$ cat config.mk
export PLATFORM = sky130hd
export DESIGN_NAME = eep_host
export DESIGN_NICKNAME = d
export VERILOG_FILES = /design/src/verilog/eep_pkg.sv /design/src/verilog/eep_pin_cycle.sv /design/src/verilog/eep_host.sv
export VERILOG_INCLUDE_DIRS = /design/src /design/src/verilog
export SDC_FILE = /design/constraint.sdc
export NUM_CORES = 1
export LEC_CHECK = 0
export ABC_CLOCK_PERIOD_IN_PS = 4900
export BUFFER_PORTS_ARGS = -buffer_cell sky130_fd_sc_hd__buf_2
export CORE_ASPECT_RATIO = 0.7
export CORE_UTILIZATION = 55
export DETAILED_ROUTE_END_ITERATION = 6
export GPL_TIMING_DRIVEN = 0
export PLACE_DENSITY = 0.84
export SYNTH_ARGS = -nofsm -noshare
export SYNTH_HDL_FRONTEND = slang
export SYNTH_SLANG_ARGS = --single-unit
export TNS_END_PERCENT = 1
$ cat constraint.sdc
create_clock -name i_clk -period 4.9 [get_ports i_clk]
set_input_delay 0.245 -clock i_clk [delete_from_list [all_inputs] [get_ports i_clk]]
set_output_delay 0.245 -clock i_clk [all_outputs]
set_load 0.005 [all_outputs]
$ cat src/verilog/eep_cfg.svh
`ifndef EEP_CFG_SVH
`define EEP_CFG_SVH

// system clock
`define CLK_PERIOD_NS 8

// strobe low time, covers glitch filter and read access
`define STROBE_NS 150
`define STROBE_CYC ((`STROBE_NS + `CLK_PERIOD_NS - 1) / `CLK_PERIOD_NS)

// quiet time that closes a page load (least time, rounded up)
`define PAGE_TO_US 200
`define PAGE_TO_CYC ((`PAGE_TO_US * 1000 + `CLK_PERIOD_NS - 1) / `CLK_PERIOD_NS)

// device lock-out after a refused write (least time, rounded up)
`define LOCK_US 300
`define LOCK_CYC ((`LOCK_US * 1000 + `CLK_PERIOD_NS - 1) / `CLK_PERIOD_NS)

// polls allowed before giving up
`define POLL_MAX 4096

// register offsets
`define REG_CTRL 8'h00
`define REG_ADDR 8'h04
`define REG_WDATA 8'h08
`define REG_STATUS 8'h0c
`define REG_CFG 8'h10

// status bit positions
`define ST_BUSY 0
`define ST_PAGE 1
`define ST_PROT 2
`define ST_IDM 3
`define ST_ERR_POLL 4
`define ST_ERR_PAGE 5
`define ST_REFUSED 6
`define ST_RBYTE_LO 8

// reset value of the protect-prefix enable
`define CFG_USE_PROT_RST 1'b1

// command addresses and codes
`define ADDR_CMD1 16'h5555
`define ADDR_CMD2 16'h2aaa
`define DATA_UNLOCK1 8'haa
`define DATA_UNLOCK2 8'h55
`define FN_PROT_LOAD 8'ha0
`define FN_SIX_BYTE 8'h80
`define FN_ID_ENTRY 8'h90
`define FN_ID_EXIT 8'hf0
`define FN_PROT_OFF 8'h20
`define FN_ERASE 8'h10

// step indices of a command sequence
`define IDX_FN3 3'h2
`define IDX_DATA 3'h3
`define IDX_UNLOCK2B 3'h4
`define IDX_FN6 3'h5
`define IDX_UNLOCK2A 3'h1

// page select bits
`define PAGE_HI 15
`define PAGE_LO 7

`endif

$ cat src/verilog/eep_pkg.sv
package eep_pkg;

  // one pin-level bus cycle request
  typedef struct packed {
    logic wr;
    logic [15:0] addr;
    logic [7:0] data;
  } pin_req_t;

  // device-facing pins, driven side
  typedef struct packed {
    logic ce_n;
    logic oe_n;
    logic we_n;
    logic [15:0] addr;
    logic [7:0] dq_o;
    logic dq_oe;
  } pins_t;

  typedef enum logic [2:0] {PC_IDLE, PC_SETUP, PC_STROBE, PC_HOLD, PC_SAMPLE} pin_phase_t;

  typedef enum logic [2:0] {OP_NONE, OP_READ, OP_LOAD, OP_PROT_OFF, OP_ERASE, OP_ID_ENTRY, OP_ID_EXIT} host_op_t;

  typedef enum logic [2:0] {ST_IDLE, ST_SEQ, ST_READ, ST_PAGE, ST_POLL, ST_LOCK} host_state_t;

endpackage : eep_pkg

$ cat src/verilog/eep_pin_cycle.sv
`timescale 1ns/1ps
`include "eep_cfg.svh"

module eep_pin_cycle
  import eep_pkg::*;
#(
  parameter int STROBE_CYC = `STROBE_CYC
) (
  input wire logic i_clk,
  input wire logic i_rst,
  input wire logic i_start,
  input pin_req_t i_req,
  input wire logic [7:0] i_dq,
  output logic o_done,
  output logic [7:0] o_rdata,
  output pins_t o_pins
);

  typedef struct packed {
    pin_phase_t phase;
    logic [7:0] cnt;
    logic wr;
    logic [7:0] sync1;
    logic [7:0] sync2;
    logic [7:0] sync3;
    logic [7:0] rdata;
    logic done;
    pins_t pins;
  } pc_state_t;

  pc_state_t s_r;
  pc_state_t s_nxt;

  // strobe must outlast the glitch filter and fit the counter
  if (STROBE_CYC < 9 || STROBE_CYC > 255) begin : g_chk
    $error("STROBE_CYC out of range");
  end

  // one pin cycle: setup, strobe, hold or sample
  always_comb begin
    s_nxt = s_r;
    s_nxt.done = 1'b0;
    s_nxt.sync1 = i_dq;
    s_nxt.sync2 = s_r.sync1;
    s_nxt.sync3 = s_r.sync2;
    case (s_r.phase)
      PC_IDLE: begin
        if (i_start) begin
          s_nxt.wr = i_req.wr;
          s_nxt.pins.addr = i_req.addr;
          s_nxt.pins.dq_o = i_req.data;
          s_nxt.pins.dq_oe = i_req.wr;
          s_nxt.phase = PC_SETUP;
        end
      end
      PC_SETUP: begin
        s_nxt.pins.ce_n = 1'b0;
        s_nxt.cnt = 8'h00;
        if (s_r.wr) begin
          s_nxt.pins.we_n = 1'b0;
        end else begin
          s_nxt.pins.oe_n = 1'b0;
        end
        s_nxt.phase = PC_STROBE;
      end
      PC_STROBE: begin
        s_nxt.cnt = s_r.cnt + 8'h01;
        if (s_r.cnt == 8'(STROBE_CYC - 1)) begin
          if (s_r.wr) begin
            s_nxt.pins.we_n = 1'b1;
            s_nxt.pins.ce_n = 1'b1;
            s_nxt.phase = PC_HOLD;
          end else begin
            s_nxt.phase = PC_SAMPLE;
          end
        end
      end
      PC_HOLD: begin
        // data held one cycle past the rising strobe
        s_nxt.pins.dq_oe = 1'b0;
        s_nxt.done = 1'b1;
        s_nxt.phase = PC_IDLE;
      end
      PC_SAMPLE: begin
        if (s_r.sync2 == s_r.sync3) begin
          s_nxt.rdata = s_r.sync3;
          s_nxt.pins.oe_n = 1'b1;
          s_nxt.pins.ce_n = 1'b1;
          s_nxt.done = 1'b1;
          s_nxt.phase = PC_IDLE;
        end
      end
      default: s_nxt.phase = PC_IDLE;
    endcase
  end

  // state register
  always_ff @(posedge i_clk) begin
    if (i_rst) begin
      s_r <= '0;
      s_r.pins.ce_n <= 1'b1;
      s_r.pins.oe_n <= 1'b1;
      s_r.pins.we_n <= 1'b1;
    end else begin
      s_r <= s_nxt;
    end
  end

  assign o_done = s_r.done;
  assign o_rdata = s_r.rdata;
  assign o_pins = s_r.pins;
endmodule : eep_pin_cycle

$ cat src/verilog/eep_host.sv
// Operation
// - protected writes need three-byte unlock prefix
// - six-byte sequence alone clears protection
// - host keeps protection on, uses prefix
// - identification mode ends on exit command
// - page ends after load timeout quiet
// - address on later fall, data earlier rise
//
// Implementation choices: the address-and-strobe port and the placing of the registers.
`timescale 1ns/1ps
`include "eep_cfg.svh"

module eep_host
  import eep_pkg::*;
#(
  parameter int PAGE_TO_CYC = `PAGE_TO_CYC,
  parameter int LOCK_CYC = `LOCK_CYC,
  parameter int POLL_MAX = `POLL_MAX
) (
  input wire logic i_clk,
  input wire logic i_rst,
  input wire logic [7:0] i_addr,
  input wire logic [31:0] i_wdata,
  input wire logic i_wr,
  input wire logic i_rd,
  output logic [31:0] o_rdata,
  output logic o_ce_n,
  output logic o_oe_n,
  output logic o_we_n,
  output logic [15:0] o_addr,
  output logic [7:0] o_dq_o,
  output logic o_dq_oe,
  input wire logic [7:0] i_dq_i
);

  typedef struct packed {
    host_state_t st;
    host_op_t op;
    logic [2:0] idx;
    logic [2:0] last_idx;
    logic [15:0] addr;
    logic [7:0] wdata;
    logic [15:0] page_addr;
    logic prefixed;
    logic use_prot;
    logic prot;
    logic id_mode;
    logic err_poll;
    logic err_page;
    logic refused;
    logic [7:0] rbyte;
    logic prev6;
    logic first_poll;
    logic [19:0] cnt;
    logic [15:0] pcnt;
    logic start;
    pin_req_t req;
    logic [31:0] rdata;
  } host_s_t;

  host_s_t s_r;
  host_s_t s_nxt;
  logic pc_done;
  logic [7:0] pc_rdata;
  pins_t pins;
  logic cmd;
  host_op_t cmd_op;

  if (PAGE_TO_CYC < 1 || PAGE_TO_CYC >= (1 << 20) || LOCK_CYC < 1 || LOCK_CYC >= (1 << 20)
      || POLL_MAX < 2 || POLL_MAX >= (1 << 16)) begin : g_chk
    $error("timing parameter out of range");
  end

  // command step table: unlock pair, function byte, then load data or a repeated unlock pair and a second function byte
  function automatic pin_req_t seq_step(input host_op_t op, input logic [2:0] idx,
                                        input logic [15:0] a, input logic [7:0] d);
    pin_req_t r;
    r.wr = 1'b1;
    r.addr = `ADDR_CMD1;
    r.data = `DATA_UNLOCK1;
    if (idx == `IDX_UNLOCK2A || idx == `IDX_UNLOCK2B) begin
      r.addr = `ADDR_CMD2;
      r.data = `DATA_UNLOCK2;
    end else if (idx == `IDX_FN3) begin
      case (op)
        OP_LOAD: r.data = `FN_PROT_LOAD;
        OP_ID_ENTRY: r.data = `FN_ID_ENTRY;
        OP_ID_EXIT: r.data = `FN_ID_EXIT;
        default: r.data = `FN_SIX_BYTE;
      endcase
    end else if (idx == `IDX_DATA && op == OP_LOAD) begin
      r.addr = a;
      r.data = d;
    end else if (idx == `IDX_FN6) begin
      r.data = (op == OP_ERASE) ? `FN_ERASE : `FN_PROT_OFF;
    end
    return r;
  endfunction : seq_step

  assign cmd = i_wr && (i_addr == `REG_CTRL);
  assign cmd_op = host_op_t'(i_wdata[2:0]);

  // register writes, command sequencer and polling
  always_comb begin
    s_nxt = s_r;
    s_nxt.start = 1'b0;
    s_nxt.rdata = 32'h0000_0000;
    if (i_wr) begin
      if (i_addr == `REG_ADDR) begin
        s_nxt.addr = i_wdata[15:0];
      end else if (i_addr == `REG_WDATA) begin
        s_nxt.wdata = i_wdata[7:0];
      end else if (i_addr == `REG_CFG) begin
        s_nxt.use_prot = i_wdata[0];
      end else if (i_addr == `REG_STATUS) begin
        if (i_wdata[`ST_ERR_POLL]) s_nxt.err_poll = 1'b0;
        if (i_wdata[`ST_ERR_PAGE]) s_nxt.err_page = 1'b0;
        if (i_wdata[`ST_REFUSED]) s_nxt.refused = 1'b0;
      end
    end
    case (s_r.st)
      ST_IDLE: begin
        if (cmd) begin
          s_nxt.op = cmd_op;
          s_nxt.idx = 3'h0;
          s_nxt.start = 1'b1;
          s_nxt.st = ST_SEQ;
          s_nxt.last_idx = `IDX_FN3;
          case (cmd_op)
            OP_READ: begin
              // in identification mode addr 0 and 1 give the codes
              s_nxt.req = '{wr: 1'b0, addr: s_r.addr, data: 8'h00};
              s_nxt.st = ST_READ;
            end
            OP_LOAD: begin
              s_nxt.page_addr = s_r.addr;
              s_nxt.prefixed = s_r.use_prot;
              s_nxt.idx = s_r.use_prot ? 3'h0 : `IDX_DATA;
              s_nxt.last_idx = `IDX_DATA;
              s_nxt.req = seq_step(OP_LOAD, s_nxt.idx, s_r.addr, s_r.wdata);
            end
            OP_PROT_OFF, OP_ERASE: begin
              s_nxt.last_idx = `IDX_FN6;
              s_nxt.req = seq_step(cmd_op, 3'h0, s_r.addr, s_r.wdata);
            end
            OP_ID_ENTRY, OP_ID_EXIT: begin
              s_nxt.req = seq_step(cmd_op, 3'h0, s_r.addr, s_r.wdata);
            end
            default: begin
              s_nxt.start = 1'b0;
              s_nxt.st = ST_IDLE;
              s_nxt.refused = 1'b1;
            end
          endcase
        end
      end
      ST_SEQ: begin
        if (pc_done) begin
          if (s_r.idx == s_r.last_idx) begin
            s_nxt.st = ST_IDLE;
            s_nxt.cnt = 20'h00000;
            s_nxt.first_poll = 1'b1;
            s_nxt.pcnt = 16'h0000;
            case (s_r.op)
              OP_LOAD: begin
                s_nxt.st = ST_PAGE;
                if (s_r.prefixed) s_nxt.prot = 1'b1;
              end
              OP_PROT_OFF: begin
                s_nxt.prot = 1'b0;
                s_nxt.st = ST_POLL;
              end
              OP_ERASE: s_nxt.st = ST_POLL;
              OP_ID_ENTRY: s_nxt.id_mode = 1'b1;
              OP_ID_EXIT: s_nxt.id_mode = 1'b0;
              default: s_nxt.st = ST_IDLE;
            endcase
            if (s_nxt.st == ST_POLL) begin
              s_nxt.start = 1'b1;
              s_nxt.req = '{wr: 1'b0, addr: s_r.addr, data: 8'h00};
            end
          end else begin
            s_nxt.idx = s_r.idx + 3'h1;
            s_nxt.start = 1'b1;
            s_nxt.req = seq_step(s_r.op, s_nxt.idx, s_r.addr, s_r.wdata);
          end
        end
      end
      ST_READ: begin
        if (pc_done) begin
          s_nxt.rbyte = pc_rdata;
          s_nxt.st = ST_IDLE;
        end
      end
      ST_PAGE: begin
        s_nxt.cnt = s_r.cnt + 20'h00001;
        if (cmd && cmd_op == OP_LOAD) begin
          if (s_r.addr[`PAGE_HI:`PAGE_LO] != s_r.page_addr[`PAGE_HI:`PAGE_LO]) begin
            s_nxt.err_page = 1'b1;
          end else begin
            s_nxt.idx = `IDX_DATA;
            s_nxt.start = 1'b1;
            s_nxt.req = seq_step(OP_LOAD, `IDX_DATA, s_r.addr, s_r.wdata);
            s_nxt.st = ST_SEQ;
          end
        end else if (cmd) begin
          s_nxt.refused = 1'b1;
        end else if (s_r.cnt == 20'(PAGE_TO_CYC - 1)) begin
          s_nxt.cnt = 20'h00000;
          if (s_r.prot && !s_r.prefixed) begin
            s_nxt.refused = 1'b1;
            s_nxt.st = ST_LOCK;
          end else begin
            s_nxt.st = ST_POLL;
            s_nxt.start = 1'b1;
            s_nxt.req = '{wr: 1'b0, addr: s_r.addr, data: 8'h00};
          end
        end
      end
      ST_POLL: begin
        if (pc_done) begin
          s_nxt.rbyte = pc_rdata;
          if (!s_r.first_poll && pc_rdata[6] == s_r.prev6) begin
            s_nxt.st = ST_IDLE;
          end else if (s_r.pcnt == 16'(POLL_MAX - 1)) begin
            s_nxt.err_poll = 1'b1;
            s_nxt.st = ST_IDLE;
          end else begin
            s_nxt.prev6 = pc_rdata[6];
            s_nxt.first_poll = 1'b0;
            s_nxt.pcnt = s_r.pcnt + 16'h0001;
            s_nxt.start = 1'b1;
          end
        end
      end
      ST_LOCK: begin
        s_nxt.cnt = s_r.cnt + 20'h00001;
        if (s_r.cnt == 20'(LOCK_CYC - 1)) begin
          s_nxt.st = ST_IDLE;
        end
      end
      default: s_nxt.st = ST_IDLE;
    endcase
    // commands while the device is busy are turned away
    if (cmd && s_r.st != ST_IDLE && s_r.st != ST_PAGE) begin
      s_nxt.refused = 1'b1;
    end
    if (i_rd) begin
      if (i_addr == `REG_CTRL) begin
        s_nxt.rdata = {29'h0000_0000, s_r.op};
      end else if (i_addr == `REG_ADDR) begin
        s_nxt.rdata = {16'h0000, s_r.addr};
      end else if (i_addr == `REG_WDATA) begin
        s_nxt.rdata = {24'h00_0000, s_r.wdata};
      end else if (i_addr == `REG_STATUS) begin
        s_nxt.rdata[`ST_BUSY] = s_r.st != ST_IDLE && s_r.st != ST_PAGE;
        s_nxt.rdata[`ST_PAGE] = s_r.st == ST_PAGE;
        s_nxt.rdata[`ST_PROT] = s_r.prot;
        s_nxt.rdata[`ST_IDM] = s_r.id_mode;
        s_nxt.rdata[`ST_ERR_POLL] = s_r.err_poll;
        s_nxt.rdata[`ST_ERR_PAGE] = s_r.err_page;
        s_nxt.rdata[`ST_REFUSED] = s_r.refused;
        s_nxt.rdata[`ST_RBYTE_LO +: 8] = s_r.rbyte;
      end else if (i_addr == `REG_CFG) begin
        s_nxt.rdata = {31'h0000_0000, s_r.use_prot};
      end
    end
  end

  // state register
  always_ff @(posedge i_clk) begin
    if (i_rst) begin
      s_r <= '0;
      s_r.use_prot <= `CFG_USE_PROT_RST;
      s_r.prot <= 1'b0;
    end else begin
      s_r <= s_nxt;
    end
  end

  eep_pin_cycle #(
    .STROBE_CYC(`STROBE_CYC)
  ) u_pin (
    .i_clk(i_clk),
    .i_rst(i_rst),
    .i_start(s_r.start),
    .i_req(s_r.req),
    .i_dq(i_dq_i),
    .o_done(pc_done),
    .o_rdata(pc_rdata),
    .o_pins(pins)
  );

  assign o_rdata = s_r.rdata;
  assign o_ce_n = pins.ce_n;
  assign o_oe_n = pins.oe_n;
  assign o_we_n = pins.we_n;
  assign o_addr = pins.addr;
  assign o_dq_o = pins.dq_o;
  assign o_dq_oe = pins.dq_oe;
endmodule : eep_host

After elaboration in Yosys (flattened, before gate mapping)
Cells that the tools add are included.

Bits in registers: 236. Word-level logic and storage cells: 292.

$add $sub $neg: 4. Eq/ne operators: 69. Mux-type cells: 119. Bitwise operators: 5. Reduce and logical (&&, ||, !) cells: 55.

Operator list (count): 26-bit 2-to-1 mux (8); 25-bit one-hot mux with 3 select lines (2); 16-bit 2-to-1 mux (6); 3-bit 2-to-1 mux (29); 8-bit 2-to-1 mux (8); 63-bit 2-to-1 mux (1); 20-bit 2-to-1 mux (3); 20-bit one-hot mux with 3 select lines (1); 17-bit 2-to-1 mux (3); 24-bit 2-to-1 mux (2); 37-bit 2-to-1 mux (1); 3-bit equality test, second input constant (12); 16-bit one-hot mux with 2 select lines (1); 8-bit one-hot mux with 2 select lines (2); 3-bit by 2-bit equality test with 1-bit output, second input constant (10); 1-bit 2-to-1 mux (27); 2-bit inequality test, second input constant (11); 7-bit one-hot mux with 3 select lines (1); 20-bit by 1-bit adder with 20-bit output, second input constant (1); 20-bit by 15-bit equality test with 1-bit output, second input constant (1); 20-bit by 16-bit equality test with 1-bit output, second input constant (1); 4-bit AND reduction (5); 3-bit inequality test, second input constant (6); 3-bit one-hot mux with 6 select lines (1); other kinds (49) (109).

Depth between registers and ports, before layout
Word-level depth: 12. Gate-level depth with buffers: 11.

By module
From an unflattened synthesis, not the netlist that was laid out.

Cell total of the unflattened synthesis: 1157. Area, all modules: 9917.0 µm².

Modules (own cells, without submodules): eep_host (instances 1, cells an instance 825, area each 6911.6 µm², sequential area each 2802.7 µm²); eep_pin_cycle (instances 1, cells an instance 332, area each 3005.4 µm², sequential area each 1461.4 µm²).

Least setup slack after synthesis
No wires, ideal clock.

Kind: register to register. From: register s_r[74] (netlist bit). To: register s_r[47] (netlist bit). Setup time: 131 ps. Arrival time: 2205 ps. Required time: 4769 ps. Path slack: 2564 ps. Stages on the path, launching flop included: 11. Cells stage by stage: dfxtp_1 > ha_1 > nor4b_1 > nand4_1 > nor4bb_1 > nor3_1 > or3_1 > buf_2 > buf_4 > a211oi_1 > nor3_1.

Word-level cells in the longest chain between the ends: 3.

RTL lines: from (decl) (line eep_host.sv:61) `host_s_t s_r;`; from (signal assigned) (line eep_host.sv:277) `s_r <= s_nxt;`; 20-bit by 15-bit equality test with 1-bit output (line eep_host.sv:208) `end else if (s_r.cnt == 20'(PAGE_TO_CYC - 1)) begin`; 3-bit inequality test (no source line); 9-bit AND reduction (no source line).

Every way passes these cells. A chain may end at the register's enable or synchronous reset.

Worst setup path after layout
From: register s_r[74] (netlist bit). To: register s_r[49] (netlist bit).

Same word-level chain as after synthesis.

==> impl_metrics.json <==
{
  "status": "finished, final reports clean",
  "synth_top_area_frac": 0.443,
  "irDropWorstVdd_v": 0.000271,
  "fp-row-count": 40,
  "utilization": 0.649,
  "synth_area_mm2": 0.00962,
  "regArea_mm2": 0.00426,
  "synthCells": 1149,
  "power_density_mw_per_mm2": 305,
  "dieArea_mm2": 0.0180,
  "fin_skew_ps": 6.80,
  "grt_max_degree": 15,
  "vias": 8563,
  "hold_path_end": "s_r[150]$_SDFFE_PP0P_",
  "synth_ff_type": "dfxtp_1",
  "dp_slack_ps": 1990,
  "yosysWarnings": 0,
  "grt_usage": 0.279,
  "synth_area_per_cell_um2": 8.38,
  "dp.cells": 1473,
  "synthToLayoutAreaGrowth_pct": 15.5,
  "critPathMaxStageDelay_ps": 430,
  "worstRegToRegCells": 10,
  "grt_pass1_wl_um": 40300,
  "path_depth": 10,
  "hold_start": "i_wdata[15]",
  "r2r-start": "s_r[74]$_SDFFE_PP0P_",
  "cts_setup_buffers": 0,
  "timing.rr.end": "s_r[49]$_SDFFE_PP0P_",
  "vias_per_cell": 5.64,
  "fillers": 1422,
  "hold_depth": 3,
  "first_global_vias": 7798,
  "crit_buf_inv": 2,
  "tightest_slew_ps": 998,
  "hold_viol": 0,
  "ys_seq_area_frac": 0.443,
  "critical_path.top_delay_family": "simple AND/OR/NAND/NOR gates",
  "relSlewSlack": 0.330,
  "synth_edf_count": 0,
  "coreArea_mm2": 0.0171,
  "timing.final.crit_period_ps": 3060,
  "p_leak_nw": 4.25,
  "ys_types": 63,
  "worstPathArrival_ps": 3400,
  "clock-root-buffer": "clkbuf_16",
  "io_pins": 112,
  "die_x_um": 160,
  "ys_async_sr_fraction": 0,
  "num-nets-final": 1335,
  "drt_iter0_markers": 783,
  "synthTopCellsByArea": "dfxtp_1, nand2_1, nor2_1",
  "most-common-layout-cells": "dfxtp_1, nand2_1, nor2_1, a21oi_1, buf_2",
  "slew_violations": 0,
  "start_util": 0.562,
  "fin_crit_sh": 0.625,
  "path_clk_slew_ps": 60,
  "rsz0062_at_grt": "no",
  "cts-htree-levels": 1,
  "detail-route-antenna-nets": 0,
  "setup_ws_ps": 1840,
  "setup_violations": 0,
  "layout_commonest_cell": "dfxtp_1",
  "timing.fmax_mhz": 327,
  "multiInputGateArea_mm2": 0.00472,
  "slowest_stage": "nor4bb_1",
  "cp.required_ps": 5240,
  "worstSetupPathType": "flip-flop to flip-flop",
  "path_max_fanout": 10,
  "finish.instance_area_mm2": 0.0111,
  "cts.sinks": 213,
  "clock_latency_ps": 490,
  "final_cells": 1517,
  "overflow": 0,
  "start_kind": "flip-flop",
  "drive_gt1_frac": 0.144,
  "yosys.area.top_type": "dfxtp_1",
  "critPathMostFrequentCell": "nor3_1",
  "place.port_buffers": 78,
  "placed_area_mm2": 0.0104,
  "hold_path_class": "input port to flip-flop",
  "wl_per_cell_um": 16.6,
  "cts_tree": "done",
  "routed_wl_um": 25100,
  "num_antenna_cells": 0,
  "setup_tns_ps": 0,
  "die_h_um": 113,
  "crit_path_end_kind": "flip-flop",
  "drcViolationCount": 0,
  "detail_route.first_pass.iterations": 5,
  "gp_congestion": 0.981,
  "r2r_slack_ps": 1840,
  "cp_cell_sequence": "ha_1 -> nor4b_1 -> nand4_1 -> nor4bb_1 -> nor3_1 -> or3_1 -> buf_2 -> buf_4 -> a211oi_1 -> nor3_1",
  "synth_seq_cells": 213,
  "cts_buffers": 20,
  "cts_buffer_depth": 3,
  "dp_hpwl_um": 18400,
  "antenna_found_initial": 0,
  "maxCapViolations": 0
}
cells in the mapped netlist (all sizes together), types with 3 or more instances:
master and count:
clkbuf 46, o21ai 24, nor4 11, nor3 32, a211oi 22, o31ai 4
inv 14, nand3b 5, nor2 151, nor2b 31, a221oi 3, mux2 4
buf 66, and2 7, or3 8, a31oi 11, xor2 20, mux2i 35
o21a 5, nand3 48, dfxtp 213, nor3b 7, or4 5, ha 8
and3 13, a22oi 13, nand4 15, a311oi 3, nand2 161, a21oi 84
o211ai 5, nand2b 7, xnor2 38, o221ai 3
final cells by class:
| type | count | share of cell area |
|---|---|---|
| Buffer | 112 | 0.0581 |
| Clock inverter | 2 | 0.00124 |
| Multi-Input combinational cell | 825 | 0.425 |
| Clock buffer | 31 | 0.0561 |
| Inverter | 14 | 0.00473 |
| Tap cell | 231 | 0.0260 |
| Sequential cell | 213 | 0.384 |
| Timing Repair Buffer | 89 | 0.0450 |
layer usage:
metal,GRT usage,share of wire,vias up
met2,0.416,0.41,395
met1,0.391,0.45,3979
met4,0.0781,0.022,0
met5,0,0,-
met3,0.0831,0.11,50
li1,-,-,4139
power breakdown:
part / internal, mW / switching [mW]
Clock: 0.871 / 0.640
Combinational: 0.0463 / 0.0816
Sequential: 1.74 / 0.00458
Total: 2.66 / 0.726
cells by family after synthesis:
kind of cell             after synthesis  share of synthesized area
adder cells (fa/ha/maj)                8                     0.0104
buffers and inverters                126                     0.0726
multiplexers                          39                     0.0411
XOR/XNOR                              58                     0.0528
flip-flops                           213                      0.443
AO/OA/AOI/OAI                        191                      0.123
AND/OR/NAND/NOR                      513                      0.256
other                                  1                   0.000390
flip-flops by register name (all words and copies together), names as in the netlist:
register,cells
s_r,124
u_pin.o_pins,28
u_pin.s_r,20
o_rdata,16
u_pin.s_nxt,16
u_pin.o_rdata,8
u_pin.o_done,1
worst register-to-register path: cells and delay by family, from the launching register on:
family	cells	cell delay (ps)
buffers and inverters	2	390
adders and majority gates	1	210
AOI/OAI and AO/OA	1	390
and+or+nand+nor	6	1530
DFF	1	390
worst max path at each step:
stage | start | endpoint | slack [ps]
floorplan | s_r[74]$_SDFFE_PP0P_ | s_r[47]$_SDFFE_PP0P_ | 2560
global placement | s_r[74]$_SDFFE_PP0P_ | s_r[51]$_SDFFE_PP0P_ | 1990
detailed placement | i_addr[4] | s_r[33]$_SDFFE_PP0P_ | 1990
CTS | s_r[74]$_SDFFE_PP0P_ | s_r[49]$_SDFFE_PP0P_ | 1910
global route | s_r[75]$_SDFFE_PP0P_ | s_r[49]$_SDFFE_PP0P_ | 1660
finish | s_r[74]$_SDFFE_PP0P_ | s_r[49]$_SDFFE_PP0P_ | 1840
timing repair:
action / in CTS / in global routing
gates resized for setup: 0 / 0
hold buffers: 11 / 0
hold endpoints to repair: 11 / 0
per-stage QoR:
step	hold WS (ps)	total power [mW]
after floorplan	373	1.85
after global placement	415	1.90
after detailed placement	426	1.90
after CTS	6.94	3.40
after global routing	11.0	3.49
final	7.10	3.38
(Power assumes the default switching activity.)
